**src/pkg/smsr_pkg.sv**
```systemverilog
// Package: register map, field positions, reset values and state encodings
package smsr_pkg;

   // ==========================================================
   // Register indices (byte address is four times the index)
   localparam logic [7:0] SMSR_IDX_STAT_LO  = 8'h04;
   localparam logic [7:0] SMSR_IDX_STAT_HI  = 8'h05;
   localparam logic [7:0] SMSR_IDX_CTRL_SET = 8'h08;
   localparam logic [7:0] SMSR_IDX_CTRL_CLR = 8'h09;
   localparam logic [7:0] SMSR_IDX_IRQ_STAT = 8'h10;
   localparam logic [7:0] SMSR_IDX_IRQ_MASK = 8'h11;

   // ==========================================================
   // Runtime control bit positions
   localparam int SMSR_CTRL_LEAVE_OFF = 0;
   localparam int SMSR_CTRL_IRQ_REL   = 1;
   localparam int SMSR_CTRL_GO_OFF    = 2;
   localparam int SMSR_CTRL_FORCE_PRM = 3;
   localparam int SMSR_CTRL_SWAP_EN   = 4;
   localparam int SMSR_CTRL_RELOAD    = 5;
   localparam int SMSR_CTRL_W         = 6;

   // ==========================================================
   // Interrupt status bit positions
   localparam int SMSR_IRQ_ONLINE  = 0;
   localparam int SMSR_IRQ_OFFLINE = 1;
   localparam int SMSR_IRQ_VIOL    = 2;
   localparam int SMSR_IRQ_PRM     = 3;
   localparam int SMSR_IRQ_W       = 4;

   // ==========================================================
   // Reset values
   localparam logic [5:0]  SMSR_CTRL_RST  = 6'h00;
   localparam logic [3:0]  SMSR_MASK_RST  = 4'h0;
   localparam logic [31:0] SMSR_RDATA_RST = 32'h0000_0000;

   // ==========================================================
   // Buffer memory address folding
   localparam int          SMSR_BUF_AW    = 11;
   localparam logic [10:0] SMSR_BUF_LIMIT = 11'h600;
   localparam logic [10:0] SMSR_BUF_FOLD  = 11'h400;

   // ==========================================================
   // Device and protocol states
   typedef enum logic {
      SMSR_OFFLINE      = 1'b0,
      SMSR_PASSIVE_IDLE = 1'b1
   } smsr_dev_t;

   typedef enum logic [1:0] {
      SMSR_PRM_WAIT       = 2'b00,
      SMSR_CFG_WAIT       = 2'b01,
      SMSR_EXCHANGE_PHASE = 2'b10
   } smsr_proto_t;

   localparam logic [1:0] SMSR_PROTO_BAD = 2'b11;

endpackage

```
**src/rtl/smsr_regs.sv**
```systemverilog
// Runtime control and status registers of the fieldbus slave, APB slave
//
// The APB slave port was left to the implementer.
`timescale 1ns/1ps
// Behaviour
// - Control byte has a set address and a clear address, bits independent.
// - Only bit positions written as one change; zeros leave bits alone.
// - Leave-offline bit moves to passive idle, starts timers, drops go-offline.
// - Release bit pulses interrupt release and then clears itself.
// - Go-offline waits for the current request, goes offline, clears itself.
// - Force bit puts the protocol state into parameter wait, then clears.
// - Swap-enable bit gates the buffer swap on configuration accept.
// - Reload bit reloads the user guard timer, then clears itself.
// - Status register is read-only, low byte and high byte apart.
// - Status bit 0 is zero offline and one in passive idle.
// - Buffer addresses at or past the limit fold down and flag a violation.
// - Protocol field: 00 parameter wait, 01 config wait, 10 exchange.
// - Diagnostic flag reads one until the master has fetched diagnostics.
module smsr_regs
   import smsr_pkg::*;
#(
   parameter int       ADDR_W  = 12,
   parameter bit [3:0] RELEASE = 4'h1   // Arbitrary release code
) (
   // Clock and reset
   input  wire logic              clk_sys,
   input  wire logic              nrst,
   // APB slave
   input  wire logic              psel,
   input  wire logic              penable,
   input  wire logic              pwrite,
   input  wire logic [ADDR_W-1:0] paddr,
   input  wire logic [31:0]       pwdata,
   output logic      [31:0]       prdata_q,
   output logic                   pready_q,
   output logic                   pslverr_q,
   // Protocol engine side
   input  wire logic              req_busy,
   input  wire logic              proto_load,
   input  wire logic [1:0]        proto_next,
   input  wire logic              cfg_accept,
   input  wire logic              link_ind_buffered,
   input  wire logic              diag_pending,
   input  wire logic [1:0]        guard_fsm_state,
   input  wire logic [3:0]        baud_rate,
   // Buffer memory address path
   input  wire logic              buf_req,
   input  wire logic [10:0]       buf_addr,
   output logic                   buf_req_q,
   output logic      [10:0]       buf_addr_q,
   // Commands and state
   output logic                   dev_online_q,
   output logic      [1:0]        protocol_state_q,
   output logic                   timers_start_q,
   output logic                   irq_release_q,
   output logic                   reload_user_guard_q,
   output logic                   cfg_swap_q,
   // Interrupt
   output logic                   irq_q
);

   // ==========================================================
   // Declarations
   smsr_dev_t             dev_q;
   smsr_dev_t             dev_d;
   smsr_proto_t           proto_q;
   logic [5:0]            ctrl_q;
   logic [5:0]            ctrl_d;
   logic [5:0]            auto_clr;
   logic [3:0]            mask_q;
   logic [3:0]            irq_flags;
   logic [3:0]            irq_set;
   logic [3:0]            irq_clr;
   logic                  viol_flag;
   logic                  viol_set;
   logic                  viol_clr;
   logic                  acc;
   logic                  ld;
   logic                  done;
   logic                  mapped;
   logic [7:0]            idx;
   logic                  wr;
   logic                  rd;
   logic                  wr_set;
   logic                  wr_clr;
   logic [31:0]           rd_mux;
   logic [7:0]            stat_lo;
   logic [7:0]            stat_hi;
   logic                  do_start;
   logic                  do_eoi;
   logic                  do_off;
   logic                  do_leave;
   logic                  do_reload;
   logic                  buf_over;
   logic [10:0]           buf_fold;

   // ==========================================================
   // APB decode
   assign acc    = psel & penable;
   assign ld     = acc & ~pready_q;
   assign done   = acc & pready_q;
   assign idx    = paddr[9:2];
   assign mapped = (paddr[1:0] == 2'h0) && (paddr[ADDR_W-1:10] == '0)
                   && (idx == SMSR_IDX_STAT_LO || idx == SMSR_IDX_STAT_HI
                    || idx == SMSR_IDX_CTRL_SET || idx == SMSR_IDX_CTRL_CLR
                    || idx == SMSR_IDX_IRQ_STAT || idx == SMSR_IDX_IRQ_MASK);
   assign wr     = done & pwrite & mapped;
   assign rd     = done & ~pwrite & mapped;
   assign wr_set = wr & (idx == SMSR_IDX_CTRL_SET);
   assign wr_clr = wr & (idx == SMSR_IDX_CTRL_CLR);

   // Status bytes, never written
   assign stat_lo = {guard_fsm_state, proto_q, viol_flag, diag_pending,
                     link_ind_buffered, dev_q == SMSR_PASSIVE_IDLE};
   assign stat_hi = {RELEASE, baud_rate};

   // Read multiplexer, upper bits zero
   always_comb begin
      rd_mux = SMSR_RDATA_RST;
      case (idx)
         SMSR_IDX_STAT_LO:  rd_mux[7:0] = stat_lo;
         SMSR_IDX_STAT_HI:  rd_mux[7:0] = stat_hi;
         SMSR_IDX_CTRL_SET: rd_mux[5:0] = ctrl_q;
         SMSR_IDX_CTRL_CLR: rd_mux[5:0] = ctrl_q;
         SMSR_IDX_IRQ_STAT: rd_mux[3:0] = irq_flags;
         SMSR_IDX_IRQ_MASK: rd_mux[3:0] = mask_q;
         default:           rd_mux      = SMSR_RDATA_RST;
      endcase
   end

   // One wait state so read data comes from a flop
   always_ff @(posedge clk_sys or negedge nrst) begin
      if (!nrst) begin
         pready_q  <= 1'b0;
         pslverr_q <= 1'b0;
         prdata_q  <= SMSR_RDATA_RST;
      end else begin
         pready_q  <= ld;
         pslverr_q <= ld & ~mapped;
         if (ld) begin
            prdata_q <= mapped ? rd_mux : SMSR_RDATA_RST;
         end
      end
   end

   // ==========================================================
   // Command actions from pending control bits
   assign do_start  = ctrl_q[SMSR_CTRL_LEAVE_OFF];
   assign do_eoi    = ctrl_q[SMSR_CTRL_IRQ_REL];
   assign do_off    = ctrl_q[SMSR_CTRL_GO_OFF] & ~do_start & ~req_busy;
   assign do_leave  = ctrl_q[SMSR_CTRL_FORCE_PRM];
   assign do_reload = ctrl_q[SMSR_CTRL_RELOAD];

   // Self-clearing bits, swap enable kept
   assign auto_clr = {do_reload, 1'b0, do_leave, do_off | do_start, do_eoi, do_start};

   // Control next value; host set beats auto clear
   always_comb begin
      ctrl_d = ctrl_q & ~auto_clr;
      if (wr_set) begin
         ctrl_d = ctrl_d | pwdata[5:0];
      end
      if (wr_clr) begin
         ctrl_d = ctrl_d & ~pwdata[5:0];
      end
   end

   // Control register
   always_ff @(posedge clk_sys or negedge nrst) begin
      if (!nrst) begin
         ctrl_q <= SMSR_CTRL_RST;
      end else begin
         ctrl_q <= ctrl_d;
      end
   end

   // Device state: offline or passive idle
   always_comb begin
      dev_d = dev_q;
      case (dev_q)
         SMSR_OFFLINE: begin
            if (do_start) begin
               dev_d = SMSR_PASSIVE_IDLE;
            end
         end
         SMSR_PASSIVE_IDLE: begin
            if (do_off) begin
               dev_d = SMSR_OFFLINE;
            end
         end
         default: dev_d = SMSR_OFFLINE;
      endcase
   end

   always_ff @(posedge clk_sys or negedge nrst) begin
      if (!nrst) begin
         dev_q        <= SMSR_OFFLINE;
         dev_online_q <= 1'b0;
      end else begin
         dev_q        <= dev_d;
         dev_online_q <= dev_d == SMSR_PASSIVE_IDLE;
      end
   end

   // Protocol state; force to parameter wait wins, code 11 refused
   always_ff @(posedge clk_sys or negedge nrst) begin
      if (!nrst) begin
         proto_q          <= SMSR_PRM_WAIT;
         protocol_state_q <= SMSR_PRM_WAIT;
      end else begin
         if (do_leave || do_off) begin
            proto_q          <= SMSR_PRM_WAIT;
            protocol_state_q <= SMSR_PRM_WAIT;
         end else if (proto_load && proto_next != SMSR_PROTO_BAD) begin
            proto_q          <= smsr_proto_t'(proto_next);
            protocol_state_q <= proto_next;
         end
      end
   end

   // Command pulses to timers, interrupt controller and buffer swap
   always_ff @(posedge clk_sys or negedge nrst) begin
      if (!nrst) begin
         timers_start_q      <= 1'b0;
         irq_release_q       <= 1'b0;
         reload_user_guard_q <= 1'b0;
         cfg_swap_q          <= 1'b0;
      end else begin
         timers_start_q      <= do_start;
         irq_release_q       <= do_eoi;
         reload_user_guard_q <= do_reload;
         cfg_swap_q          <= cfg_accept & ctrl_q[SMSR_CTRL_SWAP_EN];
      end
   end

   // ==========================================================
   // Buffer address folding
   assign buf_over = buf_addr >= SMSR_BUF_LIMIT;
   assign buf_fold = buf_over ? buf_addr - SMSR_BUF_FOLD : buf_addr;

   always_ff @(posedge clk_sys or negedge nrst) begin
      if (!nrst) begin
         buf_req_q  <= 1'b0;
         buf_addr_q <= 11'h000;
      end else begin
         buf_req_q <= buf_req;
         if (buf_req) begin
            buf_addr_q <= buf_fold;
         end
      end
   end

   // Violation flag, cleared by reading the low status byte
   assign viol_set = buf_req & buf_over;
   assign viol_clr = rd & (idx == SMSR_IDX_STAT_LO);

   smsr_sticky #(
      .W (1)
   ) u_viol (
      .clk_sys (clk_sys),
      .nrst    (nrst),
      .set     (viol_set),
      .clr     (viol_clr),
      .flags_q (viol_flag)
   );

   // ==========================================================
   // Interrupt status, mask and output
   assign irq_set = {do_leave, viol_set,
                     do_off & (dev_q == SMSR_PASSIVE_IDLE),
                     do_start & (dev_q == SMSR_OFFLINE)};
   assign irq_clr = (rd && idx == SMSR_IDX_IRQ_STAT) ? 4'hF : 4'h0;

   smsr_sticky #(
      .W (SMSR_IRQ_W)
   ) u_irq (
      .clk_sys (clk_sys),
      .nrst    (nrst),
      .set     (irq_set),
      .clr     (irq_clr),
      .flags_q (irq_flags)
   );

   always_ff @(posedge clk_sys or negedge nrst) begin
      if (!nrst) begin
         mask_q <= SMSR_MASK_RST;
         irq_q  <= 1'b0;
      end else begin
         if (wr && idx == SMSR_IDX_IRQ_MASK) begin
            mask_q <= pwdata[3:0];
         end
         irq_q <= |(irq_flags & mask_q);
      end
   end
endmodule

```
**src/rtl/smsr_sticky.sv**
```systemverilog
// Sticky flag vector: hardware set wins over a clear in the same cycle
`timescale 1ns/1ps
module smsr_sticky #(
   parameter int W = 4
) (
   // Clock and reset
   input  wire logic         clk_sys,
   input  wire logic         nrst,
   // Set and clear strobes
   input  wire logic [W-1:0] set,
   input  wire logic [W-1:0] clr,
   // Flags
   output logic      [W-1:0] flags_q
);

   // ==========================================================
   // Flag storage
   always_ff @(posedge clk_sys or negedge nrst) begin
      if (!nrst) begin
         flags_q <= '0;
      end else begin
         flags_q <= (flags_q & ~clr) | set;
      end
   end

endmodule

```
**config.mk**
```make
export PLATFORM = sky130hd
export DESIGN_NAME = smsr_regs
export DESIGN_NICKNAME = d
export VERILOG_FILES = /design/src/pkg/smsr_pkg.sv /design/src/rtl/smsr_regs.sv /design/src/rtl/smsr_sticky.sv
export SDC_FILE = /design/constraint.sdc
export NUM_CORES = 1
export LEC_CHECK = 0
export ABC_AREA = 1
export ABC_CLOCK_PERIOD_IN_PS = 1100
export BUFFER_PORTS_ARGS = -buffer_cell sky130_fd_sc_hd__buf_2
export CAP_MARGIN = 0
export CORE_MARGIN = 1.5
export CORE_UTILIZATION = 41
export CTS_BUF_LIST = sky130_fd_sc_hd__clkbuf_4 sky130_fd_sc_hd__clkbuf_8
export DETAILED_ROUTE_END_ITERATION = 8
export HOLD_SLACK_MARGIN = 0.1
export MAX_ROUTING_LAYER = met4
export PLACE_DENSITY_LB_ADDON = 0.12
export SLEW_MARGIN = 10
export SYNTH_ARGS = -nofsm -noshare
export SYNTH_HDL_FRONTEND = slang
export SYNTH_SLANG_ARGS = --single-unit
```
**constraint.sdc**
```tcl
create_clock -name clk_sys -period 1.1 [get_ports clk_sys]
set_input_delay 0.22 -clock clk_sys [delete_from_list [all_inputs] [get_ports clk_sys]]
set_output_delay 0.22 -clock clk_sys [all_outputs]
set_load 0.03 [all_outputs]
```
Word level (Yosys, flattened, before mapping) --
Cells that the tools add are included.
Operators by class: $add $sub $neg 1, magnitude comparators 1, equal/unequal tests 7, muxes and demuxes 13, bitwise gates (word level) 36, reduce and logical (&&, ||, !) cells 16
Operators by type and width (count):
- 4-bit case mux with 5 select lines | 1
- 1-bit AND | 18
- 8-bit by 3-bit == test with 1-bit output (second input constant) | 2
- 8-bit by 4-bit == test with 1-bit output (second input constant) | 2
- 8-bit by 5-bit == test with 1-bit output (second input constant) | 2
- 6-bit AND | 2
- 6-bit 2-to-1 mux | 2
- 6-bit inverter | 2
- 11-bit >= comparator (second input constant) | 1
- 11-bit 2-to-1 mux | 1
- 11-bit subtractor (second input constant) | 1
- 4-bit AND | 2
- 8-bit 2-to-1 mux | 1
- 1-bit inverter | 7
- 1-bit logical OR | 6
- 2-bit 2-to-1 mux | 3
- 6-bit bitwise OR | 1
- 2-bit case mux with 3 select lines | 1
- 1-bit logical AND | 5
- 2-bit zero test | 2
- 4-bit 2-to-1 mux | 1
- 4-bit inverter | 1
- 4-bit bitwise OR | 1
- 4-bit OR reduction | 1
- 6 further kinds | 8
Storage, ports and cells: flip-flop bits (word level) 69, input port bits 74, output and inout port bits 54, logic and storage cells 90

Longest topological paths before layout --
word-level depth 13, depth in mapped cells 11, depth with buffers taken out 10

By module --
A second synthesis with hierarchy kept.
Second synthesis, totals: cell total of the unflattened synthesis 273, area total of the unflattened synthesis 2334.7 um^2
By module, submodules not included:
- smsr_regs | instances 1, cells each 248, area an instance 2134.5 um^2, seq. area each 1001.0 um^2
- smsr_sticky at u_irq | instances 1, cells each 20, area an instance 160.2 um^2, seq. area each 100.1 um^2
- smsr_sticky at u_viol | instances 1, cells each 5, area an instance 40.0 um^2, seq. area each 25.0 um^2

Least setup slack after synthesis --
Ideal clock, no wire load.
path type flip-flop to flip-flop, start register pready_q, end register ctrl_q[2], library setup time 71 ps, arrival time 1342 ps, data required time 1029 ps, path slack -313 ps, cell stages (with the launch flop) 7, path buffers 0, clock period less this slack 1413 ps, cell sequence dfrtp_1 -> nand3_1 -> nor2_1 -> nand4_1 -> nor2_1 -> nor2_1 -> nor2_1
Between the ends: cells in the longest elaborated chain, start to end 7, elaborated cells between the ends (all ways) 8, those cells by class 2 x mux; 6 x bitwise
RTL lines:
- from (decl) | RTL line smsr_regs.sv:35 | output logic pready_q,
- from (signal assigned) | RTL line smsr_regs.sv:138 | pready_q <= ld;
- 1-bit AND * | RTL line smsr_regs.sv:101 | assign done = acc & pready_q;
- 1-bit AND * (2 in a row) | RTL line smsr_regs.sv:107 | assign wr = done & pwrite & mapped;
- 1-bit AND | RTL line smsr_regs.sv:109 | assign wr_set = wr & (idx == SMSR_IDX_CTRL_SET);
- 6-bit 2-to-1 mux | RTL line smsr_regs.sv:160 | if (wr_set) begin
- 6-bit AND | RTL line smsr_regs.sv:164 | ctrl_d = ctrl_d & ~pwdata[5:0];
- 6-bit 2-to-1 mux * | RTL line smsr_regs.sv:163 | if (wr_clr) begin
- via ctrl_d[2] | RTL line smsr_regs.sv:68 | logic [5:0] ctrl_d;
- to (signal assigned) | RTL line smsr_regs.sv:173 | ctrl_q <= ctrl_d;
- to (decl) | RTL line smsr_regs.sv:67 | logic [5:0] ctrl_q;
Mark *: on every way through the listed nets, which the timed path passes. The rest lies on a longest branch. A chain may end at the register's enable or synchronous reset.

Worst setup path after layout --
start register pready_q, end output port pready_q
No word-level cell between the ends.

==> results.ini <==
[route]
drt_pre_antenna_iters = 4
drt-initial-drc-count = 81
route.detailed.drc = 0
post_drt_via_cell_ratio = 4.51
ant_nets = 0
num_vias = 1920
wire_length_per_cell_um = 12.5
total_wirelength_of_the_detailed_routed_design_um = 5310

[power_and_ir_drop]
pwr_density_cell_nw_per_um2 = 1090
cellLeakagePower_nw = 1.67
peak_ir_drop_on_the_vdd_network_uv = 855

[worst_setup_path]
critical-path-slowest-cell = sky130_fd_sc_hd__dfrtp_2
timing_worst_setup_path_type = reg2out
sum_of_buffers_and_inverters_on_the_critical_path = 2
critPathMaxStageDelay_ps = 440
crit_family = flip-flops
worst_ep_arrival_time_ps = 1010
critPathRequiredTime_ps = 880
path_cells = buf_4 > buf_6
critPathCaptureType = primary output
start_kind = flip-flop
crit_fanout = 3

[sta]
fmaxAchievable_mhz = 813
slack_of_the_critical_path_ps = -130
rsz0062_at_grt = yes
final_max_slew_viol_count = 0
final_period_minus_worst_setup_slack_ps = 1230
post-route-period-util_pct = 112
setup_viol = 21
finalHoldViolCount = 0
timing.clock.skew_ps = 2.95

[placement]
dp_hpwl_um = 3700
port-buffer-count = 77
dp_slack_ps = -431
gp_congestion = 0.866
post_dp_cell_area_um2 = 2760

[cts]
htree_levels = 2
cts_tree = yes
cts_buffers = 5
cts_root_buffer = sky130_fd_sc_hd__clkbuf_8
clock_input_transition_at_the_sequential_cells_of_the_worst_setup_and_hold_paths_ps = 90
clock_sinks = 45
clock_tree.buffer_depth = 2
worstSkewPairLatency_ps = 300

[synthesis]
main_combinational_cell_family_by_area_after_synthesis = simple AND/OR/NAND/NOR gates
synth_compound_gate_area_share_pct = 5.12
seq_area_frac_synth_pct = 50.6
syn_area_per_cell_um2 = 9.16
synth.ff_latch_count = 45
synth_xor_xnor_area_share_pct = 0
yosys_warnings = 0
synthSimpleGateAreaFrac_pct = 26.1
synthesis.area_um2 = 2230
ys_types = 30
post_synth_fa_ha_maj_area_fraction_pct = 0
syn-instance-count = 243
post_synth_mux_area_share_pct = 5.06

[run]
cap_viol_max_count = 0

[global_route]
via_count_of_the_first_global_routing_pass = 1764
number_of_antenna_violations_at_the_first_check_in_global_routing = 0
grt.overflow.total = 0
grt_pass1_wl_um = 8360
grt_start_max_net_pins = 46
grtUsageTotal_pct = 18.7

[outcome]
violated_checks = setup timing
outcome = finished, violations left

[finish]
filler_cell_count = 476
final_design_area_no_fill_um2 = 3240
final_common_cell = sky130_fd_sc_hd__buf_2
mostFrequentLayoutCells = sky130_fd_sc_hd__buf_2 (52), sky130_fd_sc_hd__nand2_1 (45), sky130_fd_sc_hd__dfrtp_1 (44)
post-route-util_pct = 62.7
layout.nets = 429
drive_above_1_share_pct = 50.0
synthToLayoutAreaGrowth_pct = 45.6
antennaDiodeCount = 0

[die]
initial_core_utilization_pct = 43.0
die-width_um = 76.7
floorplan.io_pins = 128
row_count = 26
core-area_um2 = 5170
die_height_um = 76.7
fp.dieArea_um2 = 5880

[hold_path]
hold_class = in2reg

## cells by family (layout without fill, tap and decap cells)
group                  after synthesis  after routing
DFF                                 45             45
other                                1             24
buffers and inverters               51            141
and+or+nand+nor                    115            115
AOI/OAI and AO/OA                   21             21
muxes                               10             10
## state kept, by name (all words and copies together) (netlist names)
register and flops:
cfg_swap_q 1, u_viol.flags_q 1, dev_q 1, irq_release_q 1, ctrl_q 6, buf_req_q 1
pready_q 1, u_irq.flags_q 4, buf_addr_q 11, timers_start_q 1, mask_q 4, prdata_q 8
pslverr_q 1, irq_q 1, reload_user_guard_q 1, proto_q 2
## layer usage
layer  up-vias  routed length, um  track usage (%)
met4         0                103             6.11
met2        60               2590             26.4
met5         -                  0                -
met3         9                222             4.64
met1       895               2390             26.5
li1        956                  -                -
## worst paths after layout
path	endpoint	slack (ps)	cells past startpoint	startpoint
setup / recovery	pready_q	-130	2	pready_q$_DFF_PN0_
hold / removal	buf_addr_q[5]$_DFFE_PN0P_	150	2	buf_addr[5]
setup reg to reg	ctrl_q[1]$_DFF_PN0_	-80	5	pready_q$_DFF_PN0_
hold reg to reg	reload_user_guard_q$_DFF_PN0_	380	0	ctrl_q[5]$_DFF_PN0_
max in group asynchronous	buf_addr_q[0]$_DFFE_PN0P_	470	3	nrst
min in group asynchronous	prdata_q[7]$_DFFE_PN0P_	420	3	nrst
## cell type report
class	instances	area, um^2	share of cell area, %
clock buffers	6	82.6	2.55
clock inverters	2	13.8	0.425
inverters	25	95.1	2.93
multi-input cells	170	1060	32.8
flip-flops and latches	45	1130	34.8
well taps	70	87.6	2.70
repair buffers	108	773	23.9
## report_power, final
part           internal [W]  total, W  switching, W
registers           0.00171   0.00175     0.0000391
clock network      0.000510   0.00109      0.000580
logic              0.000266  0.000698      0.000433
total               0.00249   0.00354       0.00105
## Yosys cell counts
cell                       count  area, um^2
sky130_fd_sc_hd__o21ai_2       1        8.76
sky130_fd_sc_hd__nor4_1        1        6.26
sky130_fd_sc_hd__nand3_1       6        30.0
sky130_fd_sc_hd__nor2_4        6        67.6
sky130_fd_sc_hd__conb_1        1        3.75
sky130_fd_sc_hd__nand2_4       1        11.3
sky130_fd_sc_hd__buf_4        24         180
sky130_fd_sc_hd__nand4_2       1        12.5
sky130_fd_sc_hd__nor3b_1       1        7.51
sky130_fd_sc_hd__buf_6         1        11.3
sky130_fd_sc_hd__inv_2         1        3.75
sky130_fd_sc_hd__nand3_2       2        20.0
sky130_fd_sc_hd__mux2_2       10         113
sky130_fd_sc_hd__nand2_1      58         218
sky130_fd_sc_hd__nand4_1       7        43.8
sky130_fd_sc_hd__a211oi_1      2        15.0
sky130_fd_sc_hd__o21ai_0       4        20.0
sky130_fd_sc_hd__clkinv_1      1        3.75
sky130_fd_sc_hd__nand2_2       1        6.26
sky130_fd_sc_hd__inv_1        23        86.3
sky130_fd_sc_hd__nor2_2        5        31.3
sky130_fd_sc_hd__nor2_1       18        67.6
sky130_fd_sc_hd__dfrtp_1      45        1130
sky130_fd_sc_hd__buf_1         1        3.75
sky130_fd_sc_hd__and2_4        1        8.76
sky130_fd_sc_hd__o21ai_1       9        45.0
sky130_fd_sc_hd__nand3b_1      1        7.51
sky130_fd_sc_hd__nor3_1        5        25.0
sky130_fd_sc_hd__nand3_4       1        17.5
sky130_fd_sc_hd__a21oi_1       5        25.0
## through the flow
step	hold slack (ps)	TNS, ps	total power, W	std cells
after floorplan	-75.6	-3930	0.00220	266
after global placement	220	-7860	0.00237	403
after detailed placement	218	-8900	0.00237	403
after CTS	135	-1000	0.00347	415
after global routing	141	-3780	0.00369	426
final	146	-1640	0.00354	426
## what timing repair did
action | 4_1_cts | 5_1_grt
endpoints found under the setup margin | 27 | 48
pin swaps | 3 | 13
buffers inserted | 2 | 12
hold buffers | 2 | 0
hold endpoints to repair | 46 | 0
resized for setup | 7 | 94
No activity file was read; power rests on OpenSTA's default activity.
